`config.mk`:
```
export PLATFORM = sky130hd
export DESIGN_NAME = hid_wake_ctrl
export DESIGN_NICKNAME = d
export VERILOG_FILES = /design/src/logic/hid_wake_pkg.sv /design/src/logic/hid_wake_ctrl.sv /design/src/logic/pin_sync.sv /design/src/logic/tick_timer.sv
export SDC_FILE = /design/constraint.sdc
export NUM_CORES = 1
export LEC_CHECK = 0
export BUFFER_PORTS_ARGS = -buffer_cell sky130_fd_sc_hd__buf_4
export CAP_MARGIN = 40
export CORE_MARGIN = 5
export CORE_UTILIZATION = 35
export CTS_CLUSTER_DIAMETER = 50
export CTS_CLUSTER_SIZE = 40
export DETAILED_ROUTE_END_ITERATION = 7
export MAX_ROUTING_LAYER = met4
export PLACE_DENSITY = 0.65
export SYNTH_ARGS = -nofsm -noshare
export SYNTH_HDL_FRONTEND = slang
export SYNTH_HIERARCHICAL = 1
export SYNTH_SLANG_ARGS = --single-unit
```
`constraint.sdc`:
```
create_clock -name clk_i -period 5.2 [get_ports clk_i]
set_input_delay 1.3 -clock clk_i [delete_from_list [all_inputs] [get_ports clk_i]]
set_output_delay 1.3 -clock clk_i [all_outputs]
set_load 0.02 [all_outputs]
```
`src/logic/hid_wake_pkg.sv`:
```
// Summary of operation
// - Mode pins 111 to 011 apply wake override, keeping HID sleep-wake support.
// - Mode pins 010 to 011 apply the same wake override.
// - No override for 110 to 011; a transient 111 is entered and discharges output.
// - Override decision uses mode pins only; current-limit-select is ignored.
// - Data-line levels watched only while pins select a standard or charging port.
// - Both lines low: none; D- high only: low speed; D+ high only: full-speed candidate.
// - D+ falling after full-speed connect marks high speed, not wake-capable.
// - Full speed recognized after 60 s connected with D+ high in S0.
// - After wake, mode pins may return any time; device imposes no deadline.
// - Power wake enabled only for control setting 0011, deep-sleep charging.
// - Power wake active with load charging drives status output low.
// - Current below 45 mA over 15 s selects 55 mA limit, releases status high.
// - In low-power state a load hitting the 55 mA limit asserts status low.
// - After asserting status on new load, discharge port output over 2 s.
// - After that discharge, port power returns on the high current-limit setting.
package hid_wake_pkg;

	// Timebase
	localparam int unsigned CLK_PERIOD_NS   = 20;
	localparam int unsigned TICK_PERIOD_NS  = 1_000_000;
	localparam int unsigned TICK_CYCLES     = TICK_PERIOD_NS / CLK_PERIOD_NS;
	localparam int unsigned TICKS_PER_S     = 1_000_000_000 / TICK_PERIOD_NS;

	// Times in seconds and their tick counts
	localparam int unsigned FS_WINDOW_S     = 60;
	localparam int unsigned LOW_LOAD_S      = 15;
	localparam int unsigned DISCHARGE_S     = 2;
	localparam int unsigned FS_WINDOW_TICKS = FS_WINDOW_S * TICKS_PER_S;
	localparam int unsigned LOW_LOAD_TICKS  = LOW_LOAD_S * TICKS_PER_S;
	localparam int unsigned DISCHARGE_TICKS = DISCHARGE_S * TICKS_PER_S + 1;

	// Mode pin codes, pin a in the top bit
	localparam logic [2:0] MODE_AUTO        = 3'h3;
	localparam logic [2:0] MODE_CHG_STD2    = 3'h7;
	localparam logic [2:0] MODE_STD1_A      = 3'h2;
	localparam logic [2:0] MODE_STD1_B      = 3'h6;
	localparam logic [3:0] PW_SETTING       = 4'h3;

	// Register map
	localparam int unsigned ADDR_W          = 8;
	localparam logic [7:0]  REG_CTRL_ADDR   = 8'h00;
	localparam logic [7:0]  REG_STAT_ADDR   = 8'h04;
	localparam int unsigned CTRL_S0_BIT     = 0;
	localparam int unsigned CTRL_PW_DIS_BIT = 1;
	localparam logic [1:0]  CTRL_RESET      = 2'h0;

	// Attached device class
	typedef enum logic [4:0] {
		DET_NONE    = 5'h01,
		DET_LS      = 5'h02,
		DET_FS_CAND = 5'h04,
		DET_FS_OK   = 5'h08,
		DET_HS      = 5'h10
	} det_state_t;

	// Power wake states
	typedef enum logic [3:0] {
		PW_OFF      = 4'h1,
		PW_CHARGING = 4'h2,
		PW_LOW      = 4'h4,
		PW_DISCHG   = 4'h8
	} pw_state_t;

	// Synchronised pin bundle
	typedef struct packed {
		logic [2:0] mode;
		logic       sel;
		logic       dp;
		logic       dm;
		logic       low_cur;
		logic       lim_hit;
	} pins_t;

	// Port control outputs
	typedef struct packed {
		logic status_n;
		logic discharge;
		logic low_limit;
		logic high_limit;
		logic auto_detect;
		logic hold_link;
	} port_ctrl_t;

	// Standard or charging downstream setting
	function automatic logic is_downstream(input logic [2:0] m);
		return (m == MODE_CHG_STD2) || (m == MODE_STD1_A) || (m == MODE_STD1_B);
	endfunction

	// Source settings whose move to auto mode is overridden
	function automatic logic is_override_src(input logic [2:0] m);
		return (m == MODE_CHG_STD2) || (m == MODE_STD1_A);
	endfunction

endpackage

```
`src/logic/hid_wake_ctrl.sv`:
```
`timescale 1ns/1ps
// Wake-override, device recognition and power wake control with a Wishbone slave
module hid_wake_ctrl #(
	parameter int unsigned TICK_CYCLES     = hid_wake_pkg::TICK_CYCLES,
	parameter int unsigned FS_WINDOW_TICKS = hid_wake_pkg::FS_WINDOW_TICKS,
	parameter int unsigned LOW_LOAD_TICKS  = hid_wake_pkg::LOW_LOAD_TICKS,
	parameter int unsigned DISCHARGE_TICKS = hid_wake_pkg::DISCHARGE_TICKS
) (
	// Clock and reset
	input  wire logic        clk_i,
	input  wire logic        rst_i,
	// Wishbone slave
	input  wire logic [7:0]  wb_adr_i,
	input  wire logic [31:0] wb_dat_i,
	input  wire logic [3:0]  wb_sel_i,
	input  wire logic        wb_we_i,
	input  wire logic        wb_cyc_i,
	input  wire logic        wb_stb_i,
	output logic      [31:0] wb_dat_o,
	output logic             wb_ack_o,
	// Mode select pins
	input  wire logic        mode_select_pin_a_i,
	input  wire logic        mode_select_pin_b_i,
	input  wire logic        mode_select_pin_c_i,
	input  wire logic        current_limit_select_i,
	// Data line level comparators
	input  wire logic        dp_high_i,
	input  wire logic        dm_high_i,
	// Load current comparators
	input  wire logic        load_below_45ma_i,
	input  wire logic        load_at_limit_i,
	// Port control
	output logic             status_n_o,
	output logic             discharge_o,
	output logic             low_limit_o,
	output logic             high_limit_o,
	output logic             auto_charge_detect_mode_o,
	output logic             hold_link_o
);

	generate
		if (TICK_CYCLES < 2 || FS_WINDOW_TICKS < 1 || LOW_LOAD_TICKS < 1 ||
			DISCHARGE_TICKS < 1) begin : g_bad_param
			$error("hid_wake_ctrl timing parameters out of range");
		end
	endgenerate

	localparam int unsigned DW = $clog2(TICK_CYCLES);
	localparam logic [DW-1:0] DIV_LAST = DW'(TICK_CYCLES - 1);

	hid_wake_pkg::pins_t       pins;
	hid_wake_pkg::det_state_t  det_d;
	hid_wake_pkg::det_state_t  det_q;
	hid_wake_pkg::pw_state_t   pw_d;
	hid_wake_pkg::pw_state_t   pw_q;
	hid_wake_pkg::port_ctrl_t  ctl_d;
	hid_wake_pkg::port_ctrl_t  ctl_q;

	logic [DW-1:0] div_d;
	logic [DW-1:0] div_q;
	logic          tick_d;
	logic          tick_q;
	logic [2:0]    mode_d;
	logic [2:0]    mode_q;
	logic          ovr_d;
	logic          ovr_q;
	logic          mdis_d;
	logic          mdis_q;
	logic [1:0]    ctrl_d;
	logic [1:0]    ctrl_q;
	logic [31:0]   rdat_d;
	logic [31:0]   rdat_q;
	logic          ack_d;
	logic          ack_q;
	logic          fs_done;
	logic          low_done;
	logic          dis_done;
	logic          fs_run;
	logic          low_run;
	logic          dis_run;
	logic          pw_en;
	logic          wake_dev;

	// Pins come from outside the clock domain
	pin_sync #(
		.WIDTH ($bits(hid_wake_pkg::pins_t))
	) u_sync (
		.clk_i   (clk_i),
		.rst_i   (rst_i),
		.async_i ({mode_select_pin_a_i, mode_select_pin_b_i, mode_select_pin_c_i,
			current_limit_select_i, dp_high_i, dm_high_i, load_below_45ma_i,
			load_at_limit_i}),
		.sync_o  (pins)
	);

	// Slow tick divider, one-cycle enable per tick
	always_comb begin
		tick_d = 1'b0;
		div_d  = div_q + DW'(1);
		if (div_q == DIV_LAST) begin
			div_d  = '0;
			tick_d = 1'b1;
		end
	end

	always_ff @(posedge clk_i) begin
		if (rst_i) begin
			div_q  <= '0;
			tick_q <= 1'b0;
		end else begin
			div_q  <= div_d;
			tick_q <= tick_d;
		end
	end

	// Timers share one tick; each restarts when its run term drops
	tick_timer #(
		.LIMIT (FS_WINDOW_TICKS)
	) u_fs_timer (
		.clk_i  (clk_i),
		.rst_i  (rst_i),
		.run_i  (fs_run),
		.tick_i (tick_q),
		.done_o (fs_done)
	);

	tick_timer #(
		.LIMIT (LOW_LOAD_TICKS)
	) u_low_timer (
		.clk_i  (clk_i),
		.rst_i  (rst_i),
		.run_i  (low_run),
		.tick_i (tick_q),
		.done_o (low_done)
	);

	tick_timer #(
		.LIMIT (DISCHARGE_TICKS)
	) u_dis_timer (
		.clk_i  (clk_i),
		.rst_i  (rst_i),
		.run_i  (dis_run),
		.tick_i (tick_q),
		.done_o (dis_done)
	);

	// Timer run terms
	assign fs_run   = (det_q == hid_wake_pkg::DET_FS_CAND) && pins.dp &&
		ctrl_q[hid_wake_pkg::CTRL_S0_BIT];
	assign low_run  = (pw_q == hid_wake_pkg::PW_CHARGING) && pins.low_cur;
	assign dis_run  = (pw_q == hid_wake_pkg::PW_DISCHG) || mdis_q;
	assign pw_en    = ({pins.mode, pins.sel} == hid_wake_pkg::PW_SETTING) &&
		!ctrl_q[hid_wake_pkg::CTRL_PW_DIS_BIT];
	assign wake_dev = (det_q == hid_wake_pkg::DET_LS) ||
		(det_q == hid_wake_pkg::DET_FS_OK);

	// Mode tracking, wake override and mode-change discharge
	always_comb begin
		mode_d = pins.mode;
		ovr_d  = ovr_q;
		mdis_d = mdis_q && !dis_done;
		if (pins.mode != mode_q) begin
			// Select input is not part of this decision
			if (pins.mode == hid_wake_pkg::MODE_AUTO) begin
				ovr_d = hid_wake_pkg::is_override_src(mode_q);
			end else begin
				ovr_d = 1'b0;
			end
			// A split 110 to 011 move may pass through 111 and is served as such
			if (mode_q == hid_wake_pkg::MODE_STD1_B &&
				pins.mode == hid_wake_pkg::MODE_CHG_STD2) begin
				mdis_d = 1'b1;
			end
		end
	end

	always_ff @(posedge clk_i) begin
		if (rst_i) begin
			mode_q <= 3'h0;
			ovr_q  <= 1'b0;
			mdis_q <= 1'b0;
		end else begin
			mode_q <= mode_d;
			ovr_q  <= ovr_d;
			mdis_q <= mdis_d;
		end
	end

	// Attached device classification, frozen outside downstream settings
	always_comb begin
		det_d = det_q;
		if (hid_wake_pkg::is_downstream(pins.mode)) begin
			case (det_q)
				hid_wake_pkg::DET_NONE: begin
					if (pins.dm && !pins.dp) begin
						det_d = hid_wake_pkg::DET_LS;
					end else if (pins.dp && !pins.dm) begin
						det_d = hid_wake_pkg::DET_FS_CAND;
					end
				end
				hid_wake_pkg::DET_LS: begin
					if (!pins.dm && !pins.dp) begin
						det_d = hid_wake_pkg::DET_NONE;
					end
				end
				hid_wake_pkg::DET_FS_CAND: begin
					if (!pins.dp) begin
						det_d = hid_wake_pkg::DET_HS;
					end else if (fs_done) begin
						det_d = hid_wake_pkg::DET_FS_OK;
					end
				end
				hid_wake_pkg::DET_FS_OK: begin
					// Idle full speed has D+ high; both low means unplugged
					if (!pins.dp && !pins.dm) begin
						det_d = hid_wake_pkg::DET_NONE;
					end
				end
				hid_wake_pkg::DET_HS: begin
					// Held as high speed until D- high with D+ low shows a low-speed connect
					if (pins.dm && !pins.dp) begin
						det_d = hid_wake_pkg::DET_LS;
					end
				end
				default: det_d = hid_wake_pkg::DET_NONE;
			endcase
		end
	end

	always_ff @(posedge clk_i) begin
		if (rst_i) begin
			det_q <= hid_wake_pkg::DET_NONE;
		end else begin
			det_q <= det_d;
		end
	end

	// Power wake sequence
	always_comb begin
		pw_d = pw_q;
		case (pw_q)
			hid_wake_pkg::PW_OFF: begin
				if (pw_en) begin
					pw_d = hid_wake_pkg::PW_CHARGING;
				end
			end
			hid_wake_pkg::PW_CHARGING: begin
				if (!pw_en) begin
					pw_d = hid_wake_pkg::PW_OFF;
				end else if (low_done) begin
					pw_d = hid_wake_pkg::PW_LOW;
				end
			end
			hid_wake_pkg::PW_LOW: begin
				if (!pw_en) begin
					pw_d = hid_wake_pkg::PW_OFF;
				end else if (pins.lim_hit) begin
					pw_d = hid_wake_pkg::PW_DISCHG;
				end
			end
			hid_wake_pkg::PW_DISCHG: begin
				if (!pw_en) begin
					pw_d = hid_wake_pkg::PW_OFF;
				end else if (dis_done) begin
					pw_d = hid_wake_pkg::PW_CHARGING;
				end
			end
			default: pw_d = hid_wake_pkg::PW_OFF;
		endcase
	end

	always_ff @(posedge clk_i) begin
		if (rst_i) begin
			pw_q <= hid_wake_pkg::PW_OFF;
		end else begin
			pw_q <= pw_d;
		end
	end

	// Port control outputs, all registered
	always_comb begin
		ctl_d.status_n    = !((pw_q == hid_wake_pkg::PW_CHARGING) ||
			(pw_q == hid_wake_pkg::PW_DISCHG));
		ctl_d.discharge   = (pw_q == hid_wake_pkg::PW_DISCHG) || mdis_q;
		ctl_d.low_limit   = (pw_q == hid_wake_pkg::PW_LOW);
		ctl_d.high_limit  = (pw_q == hid_wake_pkg::PW_CHARGING);
		ctl_d.hold_link   = ovr_q && wake_dev;
		// Auto detection would disturb the wake path, so it waits while held
		ctl_d.auto_detect = (mode_q == hid_wake_pkg::MODE_AUTO) && !(ovr_q && wake_dev);
	end

	always_ff @(posedge clk_i) begin
		if (rst_i) begin
			ctl_q <= '{status_n: 1'b1, default: 1'b0};
		end else begin
			ctl_q <= ctl_d;
		end
	end

	// Wishbone slave: one wait state, writes land on the edge the master sees ack
	always_comb begin
		ack_d  = wb_cyc_i && wb_stb_i && !ack_q;
		ctrl_d = ctrl_q;
		rdat_d = 32'h0000_0000;
		if (ack_q && wb_cyc_i && wb_stb_i && wb_we_i && wb_sel_i[0] &&
			wb_adr_i == hid_wake_pkg::REG_CTRL_ADDR) begin
			ctrl_d = wb_dat_i[1:0];
		end
		if (ack_d) begin
			case (wb_adr_i)
				hid_wake_pkg::REG_CTRL_ADDR: begin
					rdat_d = {30'h0000_0000, ctrl_q};
				end
				hid_wake_pkg::REG_STAT_ADDR: begin
					rdat_d = {13'h0000, pins.dm, pins.dp, pins.sel, mode_q,
						ctl_q.hold_link, pw_q, 3'h0, det_q};
				end
				default: rdat_d = 32'h0000_0000;
			endcase
		end
	end

	always_ff @(posedge clk_i) begin
		if (rst_i) begin
			ctrl_q <= hid_wake_pkg::CTRL_RESET;
			rdat_q <= 32'h0000_0000;
			ack_q  <= 1'b0;
		end else begin
			ctrl_q <= ctrl_d;
			rdat_q <= rdat_d;
			ack_q  <= ack_d;
		end
	end

	assign wb_dat_o                  = rdat_q;
	assign wb_ack_o                  = ack_q;
	assign status_n_o                = ctl_q.status_n;
	assign discharge_o               = ctl_q.discharge;
	assign low_limit_o               = ctl_q.low_limit;
	assign high_limit_o              = ctl_q.high_limit;
	assign auto_charge_detect_mode_o = ctl_q.auto_detect;
	assign hold_link_o               = ctl_q.hold_link;

endmodule // hid_wake_ctrl

```
`src/logic/pin_sync.sv`:
```
`timescale 1ns/1ps
// Three-stage synchroniser; output follows once stages two and three agree
module pin_sync #(
	parameter int unsigned WIDTH = 8
) (
	// Clock and reset
	input  wire logic             clk_i,
	input  wire logic             rst_i,
	// Pins and synchronised levels
	input  wire logic [WIDTH-1:0] async_i,
	output logic      [WIDTH-1:0] sync_o
);
	logic [WIDTH-1:0] s1_q;
	logic [WIDTH-1:0] s2_q;
	logic [WIDTH-1:0] s3_q;
	logic [WIDTH-1:0] out_d;
	logic [WIDTH-1:0] out_q;

	// Per bit: a level counts only when two stable stages match
	always_comb begin
		for (int i = 0; i < WIDTH; i++) begin
			out_d[i] = (s2_q[i] == s3_q[i]) ? s3_q[i] : out_q[i];
		end
	end

	// Stage one is read only by stage two
	always_ff @(posedge clk_i) begin
		if (rst_i) begin
			s1_q  <= '0;
			s2_q  <= '0;
			s3_q  <= '0;
			out_q <= '0;
		end else begin
			s1_q  <= async_i;
			s2_q  <= s1_q;
			s3_q  <= s2_q;
			out_q <= out_d;
		end
	end

	assign sync_o = out_q;

endmodule // pin_sync

```
`src/logic/tick_timer.sv`:
```
`timescale 1ns/1ps
// Counts slow ticks while run is high; done holds until run drops
module tick_timer #(
	parameter int unsigned LIMIT = 15
) (
	// Clock and reset
	input  wire logic clk_i,
	input  wire logic rst_i,
	// Control
	input  wire logic run_i,
	input  wire logic tick_i,
	output logic      done_o
);
	localparam int unsigned CW = $clog2(LIMIT + 1);
	localparam logic [CW-1:0] LAST = CW'(LIMIT);

	logic [CW-1:0] cnt_d;
	logic [CW-1:0] cnt_q;
	logic          done_d;
	logic          done_q;

	generate
		if (LIMIT < 1) begin : g_bad_limit
			$error("tick_timer LIMIT must be at least 1");
		end
	endgenerate

	// Dropping run clears the count, so any break restarts the full wait
	always_comb begin
		cnt_d  = cnt_q;
		done_d = done_q;
		if (!run_i) begin
			cnt_d  = '0;
			done_d = 1'b0;
		end else if (tick_i && !done_q) begin
			cnt_d  = cnt_q + CW'(1);
			done_d = (cnt_q + CW'(1)) == LAST;
		end
	end

	always_ff @(posedge clk_i) begin
		if (rst_i) begin
			cnt_q  <= '0;
			done_q <= 1'b0;
		end else begin
			cnt_q  <= cnt_d;
			done_q <= done_d;
		end
	end

	assign done_o = done_q;

endmodule // tick_timer

```
== Word level (Yosys, flattened, before mapping) ==
Cells that the tools add are included.

* Register bits: 148
* Bits in latches: 0
* Bits in writable memories: 0
* ROM bits: 0
* Input bits: 57
* Output and inout port bits: 39
* Memories kept: 0

* $add $sub $neg: 4
* Multiply operators: 0
* Div/mod/pow operators: 0
* Magnitude comparators: 0
* Eq/ne operators: 40
* Shifts and indexed selects: 0
* Mux-type cells: 20
* Bitwise operators: 4
* Reductions and logical operators: 45

{| class="wikitable"
|+ Operators by type and width
! cell !! count
|-
| $pmux 19 s2 || 1
|-
| $add 16x1->16 const B || 2
|-
| $eq 16x16->1 const B || 2
|-
| $mux 5 || 6
|-
| $mux 4 || 7
|-
| $logic_and 1x1->1 || 21
|-
| $pmux 5 s4 || 1
|-
| $pmux 4 s4 || 1
|-
| $add 14x1->14 const B || 1
|-
| $eq 14x14->1 const B || 1
|-
| $eq 3x2->1 const B || 4
|-
| $eq 3x3->1 const B || 4
|-
| $ne 3x2->1 const B || 4
|-
| $reduce_or 2->1 || 6
|-
| $add 11x1->11 const B || 1
|-
| $eq 11x11->1 const B || 1
|-
| $logic_not 1->1 || 9
|-
| $eq 1x1->1 || 8
|-
| $eq 4x2->1 const B || 2
|-
| $eq 8x3->1 const B || 1
|-
| $logic_not 8->1 || 1
|-
| $logic_or 1x1->1 || 6
|-
| $eq 5x1->1 const B || 1
|-
| $eq 5x2->1 const B || 1
|-
| 14 further kinds || 21
|}

== Longest topological paths before layout ==
Gate-level depths: netlist of run 1.

* Depth after elaboration: 5
* Depth in mapped cells: 8

== Hierarchy ==
The synthesis of run 1 kept the hierarchy.

{| class="wikitable"
|+ By module, submodules not included
! module !! instances !! cells an instance !! area an instance (um2) !! seq. area each (um2)
|-
| hid_wake_ctrl || 1 || 268 || 2504.9 || 1121.1
|-
| tick_timer (u_fs_timer) || 1 || 121 || 1006.0 || 340.3
|-
| pin_sync || 1 || 83 || 923.4 || 640.6
|-
| tick_timer (u_low_timer) || 1 || 101 || 852.1 || 300.3
|-
| tick_timer (u_dis_timer) || 1 || 90 || 726.9 || 240.2
|}

== Least setup slack after synthesis of run 1 ==
OpenSTA, ideal clock, no wires.

* Kind: in2reg
* Start: input wb_adr_i[5]
* End: register rdat_q[4] (netlist: wb_dat_o[4])
* Setup time: 0.060 ns
* Arrival: 2.491 ns
* Data required time: 5.140 ns
* Path slack: 2.649 ns
* Stages on the path: 5
* Path buffers: 1
* Path through: or4_1 -> nor2b_1 -> and3_1 -> clkbuf_1 -> and2_1

* Word-level cells in the longest chain between the ends: 2
* Elaborated cells on any way between the ends: 3

{| class="wikitable"
|+ Ends and longest elaborated chain
! element !! RTL line !! source
|-
| from (decl) || hid_wake_ctrl.sv:13 || <nowiki>input wire logic [7:0] wb_adr_i,</nowiki>
|-
| $eq 8x3->1 / $logic_not 8->1 (equally long branches) || hid_wake_ctrl.sv:310 || <nowiki>case (wb_adr_i)</nowiki>
|-
| $pmux 19 s2 (*) || hid_wake_ctrl.sv:310 ||
|-
| to (signal assigned) || hid_wake_ctrl.sv:330 || <nowiki>rdat_q <= rdat_d;</nowiki>
|-
| to (decl) || hid_wake_ctrl.sv:72 || <nowiki>logic [31:0] rdat_q;</nowiki>
|}

Mark *: on every way between the ends. The rest lies on a longest branch, timed or not.
A chain may end at the register's enable or synchronous reset.

== Worst setup path after layout of run 1 ==
* Start: register det_q[0]
* End: register u_fs_timer.done_q (netlist: u_fs_timer/done_o)

* Word-level cells in the longest chain between the ends: 5

{| class="wikitable"
|+ Ends and longest elaborated chain
! element !! RTL line !! source
|-
| from (decl) || hid_wake_ctrl.sv:53 || <nowiki>hid_wake_pkg::det_state_t det_q;</nowiki>
|-
| from (signal assigned) || hid_wake_ctrl.sv:232 || <nowiki>det_q <= hid_wake_pkg::DET_NONE;</nowiki>
|-
| from (signal assigned) || hid_wake_ctrl.sv:234 || <nowiki>det_q <= det_d;</nowiki>
|-
| $eq 5x3->1 || hid_wake_ctrl.sv:148 || <nowiki>assign fs_run = (det_q == hid_wake_pkg::DET_FS_CAND) && pins.dp &&</nowiki>
|-
| $logic_and 1x1->1 (2 in series) || hid_wake_ctrl.sv:148 ||
|-
| net fs_run || hid_wake_ctrl.sv:78 || <nowiki>logic fs_run;</nowiki>
|-
| $not 1->1 (no line) || -- ||
|-
| $reduce_or 2->1 (no line) || -- ||
|-
| to (signal assigned) || tick_timer.sv:47 || <nowiki>done_q <= done_d;</nowiki>
|-
| to (decl) || tick_timer.sv:20 || <nowiki>logic done_q;</nowiki>
|}

The timed path passes the listed nets, and every way through them passes these cells.

==> results.md, run 1 <==
* Most frequent cell after synthesis: sky130_fd_sc_hd__dfxtp_1
* Overall via count from detail_route at 4463
* Fin crit period at 2.432 ns
* Combined area of all synthesized cells at 6013 µm²
* Total Neg Setup Slack at 0 ns
* Cell chosen for the clock root: sky130_fd_sc_hd__clkbuf_16
* Layout net count at 762
* Non-filler cells in the finished layout at 934
* Average via count per standard cell at 4.778
* Number of cell instances on the worst register-to-register path at 7
* Final hold vios at 0
* Hold-fix buffers at CTS at 0
* Mapped Cells at 663
* Via count of the first global-routing pass at 4044
* Wire length per cell after detailed routing at 12.16 µm
* Post-synthesis simple-gate area fraction at 30.38%
* Main combinational cell family by area after synthesis: simple AND/OR/NAND/NOR gates
* Die extent in x at 141.1 µm
* Avg Synthesized Cell Area at 9.070 µm²
* Result of the run: finished, final reports clean
* Final setup violation count at 0
* Worst IR Drop VDD at 202.0 µV
* Antenna cells at 0
* Fraction of layout cells with a size suffix above 1 at 15.37%
* Area added between synthesis and finish at 16.87%
* Buf/Inv on CP at 0
* Core Rows at 48
* Slew at the pin with the worst max-slew slack at 0.7153 ns
* Fraction of post-synthesis cell area in the top cell type by area at 43.95%
* Placeable core region at 17060 µm²
* Filler Cell Count at 1664
* Post-place instance area at 6399 µm²
* Cells traversed along the worst timing path: nor4_1 -> and4_1 -> nor2b_1 -> nand4_1 -> nor4_2 -> o2111ai_1 -> o31ai_1
* Crit path capture type: flip-flop
* Tot Pwr at 2334 µW
* Total grt overflow at 0
* Maximum number of pins on one net before global-route repair at 58
* Post-route antenna net violation count at 0
* H-tree level count at 4
* Yosys warning count at 6
* Hold path cells at 1
* Area fraction in compound gates after synthesis at 7.886%
* Arrival time at the worst endpoint at 2.76 ns
* Post-route worst hold slack at 0.4338 ns
* Post-route cell area at 7028 µm²
* Area of the die at 19900 µm²
* Type of the worst setup path: reg2reg
* Vertical die dimension at 141.1 µm
* Req. time, crit path at 5.53 ns
* Pwr Density at 332.0 nW/µm²
* Number of violations reported at the end of detailed-routing iteration 0 at 277
* Register-to-Register Setup Slack at 2.77 ns
* Adder-cell share of the synthesized area at 1.873%
* Post-route clock period utilization at 46.76%
* Multiplexer share of the synthesized area at 1.498%
* Post-cts gate resize count at 0
* Register bit total from synthesis at 132
* Type of origin of the critical path: flip-flop
* Clock Path Buffers at 2
* I/O pin cnt at 96
* Global Route Usage Sum at 11.96%
* List of most frequent post-synthesis cells: sky130_fd_sc_hd__dfxtp_1 (132), sky130_fd_sc_hd__nor2_1 (66), sky130_fd_sc_hd__nand2_1 (41)
* # clock sinks at 132
* Effective utilization at floorplan at 35.26%
* WHS Endpoint: u_sync/s2_q[2]
* FMAX at 0.4112 GHz
* First-pass DRT Iterations at 4
* Number of distinct library cell variants in the gate-level netlist after synthesis at 71
* Number of antenna violations at the first check in global routing at 0
* Placed wire-length estimate after detailed placement at 7.737 mm
* Clk_skew at 0.006134 ns
* Category of cells accounting for the largest share of critical-path delay: simple AND/OR/NAND/NOR gates
* Hold wc startpoint: u_sync/s1_q[2]
* Post-synth top flop: sky130_fd_sc_hd__dfxtp_1
* Maximum fanout encountered on the critical timing path at 8
* Wire length of the first global-routing pass at 19.13 mm
* Clock tree from TritonCTS: built
* Post-Place Cells at 902
* Xor and xnor fraction of the mapped netlist area at 8.593%
* Relative slew slack at 52.22%
* Slew Viols, Final at 0
* Ys async rst share at 0%
* Clock buffer count from CTS at 17
* Last weighted congestion value of the routability-driven placer at 0.8455
* Leading area contributor after synthesis: sky130_fd_sc_hd__dfxtp_1
* Share of the yosys chip area belonging to registers at 43.95%
* Max capacitance violation total at 0
* End of the worst register-to-register path: u_fs_timer/done_o
* Leakage dissipation at 0.002531 µW
* Setup repair after global routing missed its margin: false
* Final Routed Wirelength at 11.36 mm
* Clock latency on the worst-skew pair at 0.42 ns
* Number of flops mapped to enable cells by yosys at 0
* Remaining DRCs at 0
* Quantity of I/O buffers inserted on ports at 46
* Max stage delay cell, worst path: sky130_fd_sc_hd__nor4_1
* Worst-path clk slew at 0.06 ns
* Count of buffers added by post-CTS timing repair for setup at 0
* Longest individual stage delay on the worst path at 0.64 ns
* Worst reg2reg startpoint: det_q[0]
* Worst min-delay path category: reg2reg
* Largest cells by area after synthesis: sky130_fd_sc_hd__dfxtp_1 (44%), sky130_fd_sc_hd__xor2_1 (5.5%), sky130_fd_sc_hd__nor2_1 (4.1%)
## sequential cells by signal, indices dropped and copies added, names as in the netlist, 2 cells and up
signal,count
ctrl_q,2
wb_dat_o,16
u_sync/s1_q,8
u_dis_timer/cnt_q,11
u_low_timer/cnt_q,14
div_q,16
pw_q,4
det_q,5
u_fs_timer/cnt_q,16
u_sync/s2_q,8
mode_q,3
u_sync/sync_o,8
u_sync/s3_q,8
## cell usage in the layout (no fill, tap or decap), drive strengths merged, types with 22 or more instances in the layout
cell type    n
a21oi       22
dfxtp      132
nand2       43
nor2        76
o21ai       25
and2        26
nand3       26
buf         47
clkbuf      24
nor2b       38
xor2        38
## worst max-delay path by stage
| stage | slack (ns) | from | endpoint | cells past startpoint |
|---|---|---|---|---|
| 3_3_place_gp | 2.40 | rst_i | u_fs_timer/done_o | 6 |
| 2_1_floorplan | 2.65 | wb_adr_i[5] | wb_dat_o[4] | 5 |
| 5_1_grt | 2.58 | det_q[0] | u_fs_timer/done_o | 7 |
| 6_report | 2.77 | det_q[0] | u_fs_timer/done_o | 7 |
| 3_5_place_dp | 2.39 | wb_adr_i[5] | wb_dat_o[17] | 5 |
| 4_1_cts | 2.82 | wb_adr_i[5] | wb_dat_o[18] | 5 |
## kinds of logic after synthesis
family | Yosys count
and+or+nand+nor | 317
DFF | 132
AOI/OAI and AO/OA | 77
xor gates and xnor gates | 59
buffers and inverters | 59
adders and majority gates | 9
muxes | 9
other | 1
## power breakdown
group          switching (µW)  leakage (µW)  internal, µW
Clock                     419      0.000297           839
Combinational            28.3       0.00117          19.8
Sequential               4.71       0.00107          1020
Total                     452       0.00253          1880
## area by class of cell
type                       instances  area, µm²  share of cell area (%)
timing repair buffer              47      352.8                   5.020
clock buffer                      24      481.7                   6.854
inverter                          11      41.29                  0.5875
multi-input combinational        487       3080                   43.83
sequential                       132       2643                   37.60
tap                              225      281.5                   4.006
clock inverter                     8      147.6                   2.101
## metrics by stage
step                worst slack (ns)  utilization [%]
CTS                            2.822            41.20
finish                         2.768            41.20
global route                   2.575            41.20
detailed placement             2.391            37.51
floorplan                      2.649                -
global placement               2.397            37.47
## routing by layer
| layer | share of wire [%] | global-route usage, % | vias to the layer above |
|---|---|---|---|
| li1 | - | - | 2324 |
| met1 | 52 | 15.95 | 2019 |
| met2 | 41 | 17.11 | 104 |
| met3 | 4.7 | 2.951 | 16 |
| met4 | 1.8 | 5.354 | 0 |
| met5 | 0 | - | - |
Power figures use the tool's default switching activity.
==> inputs of run 2 (changes only) <==
--- a/config.mk
+++ b/config.mk
@@ -5,6 +5,7 @@
 export SDC_FILE = /design/constraint.sdc
 export NUM_CORES = 1
 export LEC_CHECK = 0
+export ABC_AREA = 1
 export BUFFER_PORTS_ARGS = -buffer_cell sky130_fd_sc_hd__buf_4
 export CAP_MARGIN = 40
 export CORE_MARGIN = 5
@@ -13,7 +14,7 @@
 export CTS_CLUSTER_SIZE = 40
 export DETAILED_ROUTE_END_ITERATION = 7
 export MAX_ROUTING_LAYER = met4
-export PLACE_DENSITY = 0.65
+export PLACE_DENSITY = 0.66
 export SYNTH_ARGS = -nofsm -noshare
 export SYNTH_HDL_FRONTEND = slang
 export SYNTH_HIERARCHICAL = 1
==> constraint.sdc (replaced) <==
create_clock -name clk_i -period 2.2 [get_ports clk_i]
set_input_delay 0.55 -clock clk_i [delete_from_list [all_inputs] [get_ports clk_i]]
set_output_delay 0.55 -clock clk_i [all_outputs]
set_load 0.02 [all_outputs]
==> run 2 against run 1 <==
Compared with the run above: clock skew increased by 0.0020 ns; synthesized area increased by 6.6%; non-clock buffer count increased by 5; power increased by 140%; utilization increased by 0.47 points; register-to-register slack got worse by 2.2 ns; routed wire length increased by 11%.
==> results.md, run 2 <==
* Slew at the pin with the worst max-slew slack at 0.5382 ns
* Final hold vios at 0
* Worst min-delay path category: in2reg
* Clock latency on the worst-skew pair at 0.41 ns
* Type of the worst setup path: reg2reg
* Crit path capture type: flip-flop
* Post-cts gate resize count at 0
* Core Rows at 49
* Routing usage on met1 at 16.21%
* Effective utilization at floorplan at 35.58%
* Filler Cell Count at 1841
* Placed wire-length estimate after detailed placement at 9.329 mm
* Number of distinct library cell variants in the gate-level netlist after synthesis at 43
* Number of antenna violations at the first check in global routing at 0
* Area of the die at 21130 µm²
* H-tree level count at 4
* Post-Place Cells at 1185
* Fraction of layout cells with a size suffix above 1 at 13.27%
* Result of the run: finished, final reports clean
* Hold-fix buffers at CTS at 0
* Leakage dissipation at 0.003170 µW
* Leading area contributor after synthesis: sky130_fd_sc_hd__dfxtp_1
* Post-synth top flop: sky130_fd_sc_hd__dfxtp_1
* Clk_skew at 0.008134 ns
* Clock buffer count from CTS at 17
* Number of violations reported at the end of detailed-routing iteration 0 at 313
* Ys async rst share at 0%
* # clock sinks at 132
* Met3 GRT Util at 3.737%
* Number of flops mapped to enable cells by yosys at 0
* Layout net count at 1041
* Worst IR Drop VDD at 360.4 µV
* Die extent in x at 145.4 µm
* Fraction of post-synthesis cell area in the top cell type by area at 41.21%
* Global Route Usage Sum at 12.57%
* Remaining DRCs at 0
* Most frequent cell after synthesis: sky130_fd_sc_hd__nand2_1
* Largest cells by area after synthesis: sky130_fd_sc_hd__dfxtp_1 (41%), sky130_fd_sc_hd__nand2_1 (10%), sky130_fd_sc_hd__inv_1 (9.4%)
* Clock tree from TritonCTS: built
* Clock Path Buffers at 2
* Slew Viols, Final at 0
* Relative slew slack at 64.08%
* Mapped Cells at 918
* Worst-path clk slew at 0.06 ns
* Quantity of I/O buffers inserted on ports at 46
* Post-route clock period utilization at 75.90%
* First-pass DRT Iterations at 5
* Via count of the first global-routing pass at 4887
* Total Neg Setup Slack at 0 ns
* Yosys warning count at 6
* Cell chosen for the clock root: sky130_fd_sc_hd__clkbuf_16
* Overall via count from detail_route at 5457
* Average via count per standard cell at 4.488
* Maximum number of pins on one net before global-route repair at 27
* Pwr Density at 733.2 nW/µm²
* Last weighted congestion value of the routability-driven placer at 0.8584
* Top library cells by usage in the layout, fill and taps aside: sky130_fd_sc_hd__nand2_1 (179), sky130_fd_sc_hd__inv_1 (160), sky130_fd_sc_hd__nor2_1 (139)
* Combined area of all synthesized cells at 6412 µm²
* Fin crit period at 1.670 ns
* Max capacitance violation total at 0
* I/O pin cnt at 96
* Antenna cells at 0
* Share of the yosys chip area belonging to registers at 41.21%
* Most common cell after layout, fill and taps aside: sky130_fd_sc_hd__nand2_1
* Maximum fanout encountered on the critical timing path at 8
* FMAX at 0.5988 GHz
* Avg Synthesized Cell Area at 6.985 µm²
* Tot Pwr at 5507 µW
* Type of origin of the critical path: flip-flop
* Global routing usage on met2 at 18.66%
* Total grt overflow at 0
* Area added between synthesis and finish at 17.13%
* Busiest layer in global routing: met2
* Wire length of the first global-routing pass at 22.18 mm
* Req. time, crit path at 2.56 ns
* Placeable core region at 18020 µm²
* List of most frequent post-synthesis cells: sky130_fd_sc_hd__nand2_1 (179), sky130_fd_sc_hd__inv_1 (160), sky130_fd_sc_hd__nor2_1 (139)
* Setup repair after global routing missed its margin: false
* Final setup violation count at 0
* Count of buffers added by post-CTS timing repair for setup at 0
* Arrival time at the worst endpoint at 2.03 ns
* Non-filler cells in the finished layout at 1216
* Vertical die dimension at 145.4 µm
* Register bit total from synthesis at 132
* Post-route antenna net violation count at 0
* Final Routed Wirelength at 12.63 mm
* Wire length per cell after detailed routing at 10.39 µm
* Post-route worst hold slack at 0.3370 ns
## run 2: cell count changes in the layout (fill, tap and decap cells not counted), sizes merged, moves of 27 or more
cell / change
a21oi: +27
inv: +155
nand2: +148
nand3: +32
nor2: +82
nor2b: -38
xor2: -31
## run 2: worst max-delay path: stages (launching register included)
cell                      delay (ns)
sky130_fd_sc_hd__dfxtp_1        0.33
sky130_fd_sc_hd__nor2_1         0.18
sky130_fd_sc_hd__nand3_1        0.19
sky130_fd_sc_hd__nand2_1        0.10
sky130_fd_sc_hd__inv_1          0.04
sky130_fd_sc_hd__nor2_1         0.24
sky130_fd_sc_hd__inv_1          0.23
sky130_fd_sc_hd__a21oi_1        0.15
sky130_fd_sc_hd__o21ai_0        0.09
sky130_fd_sc_hd__inv_1          0.06
## run 2: power by group
part           internal (µW)  switching (µW)
Sequential              2440            34.3
Clock                   1690            1030
Combinational            118             197
Total                   4250            1260
## run 2: routing by layer
metal	routed length, µm	vias to the layer above
met5	0	-
met3	588	18
li1	-	2958
met2	5528	100
met4	184	0
met1	6330	2381
## run 2: final cells by class
class | count | area, µm² | area share [%]
Inverter | 166 | 626.9 | 8.346
Tap cell | 229 | 286.5 | 3.815
Clock inverter | 12 | 132.6 | 1.766
Clock buffer | 19 | 442.9 | 5.897
Sequential cell | 132 | 2643 | 35.18
Timing Repair Buffer | 52 | 390.4 | 5.197
Multi-Input combinational cell | 606 | 2989 | 39.80
## run 2: stage by stage
step	setup slack (ns)	utilization, %	cell area (µm²)
2_1_floorplan	0.4883	-	6469
3_5_place_dp	0.5209	38.48	6935
6_report	0.5301	41.67	7511
3_3_place_gp	0.5386	38.48	6935
5_1_grt	0.2524	41.67	7511
4_1_cts	0.5099	41.67	7511
## run 2: cells by family (layout without fill, tap and decap cells)
| family | Yosys count | in the layout | synth area share (%) |
|---|---|---|---|
| compound gates | 109 | 109 | 9.385 |
| buf+inv | 195 | 249 | 13.05 |
| other cells | 1 | 16 | 0.05848 |
| simple gates | 457 | 457 | 32.49 |
| fa+ha+maj | 9 | 9 | 1.756 |
| xor+xnor | 15 | 15 | 2.049 |
| flops | 132 | 132 | 41.21 |
## run 2: final timing paths
check / cells after the start / start / to / slack [ns]
max: 9 / pw_q[0] / u_dis_timer/cnt_q[6] / 0.53
min: 3 / current_limit_select_i / u_sync/s1_q[4] / 0.34
max reg2reg: 9 / pw_q[0] / u_dis_timer/cnt_q[6] / 0.53
min reg2reg: 2 / u_sync/s1_q[2] / u_sync/s2_q[2] / 0.40
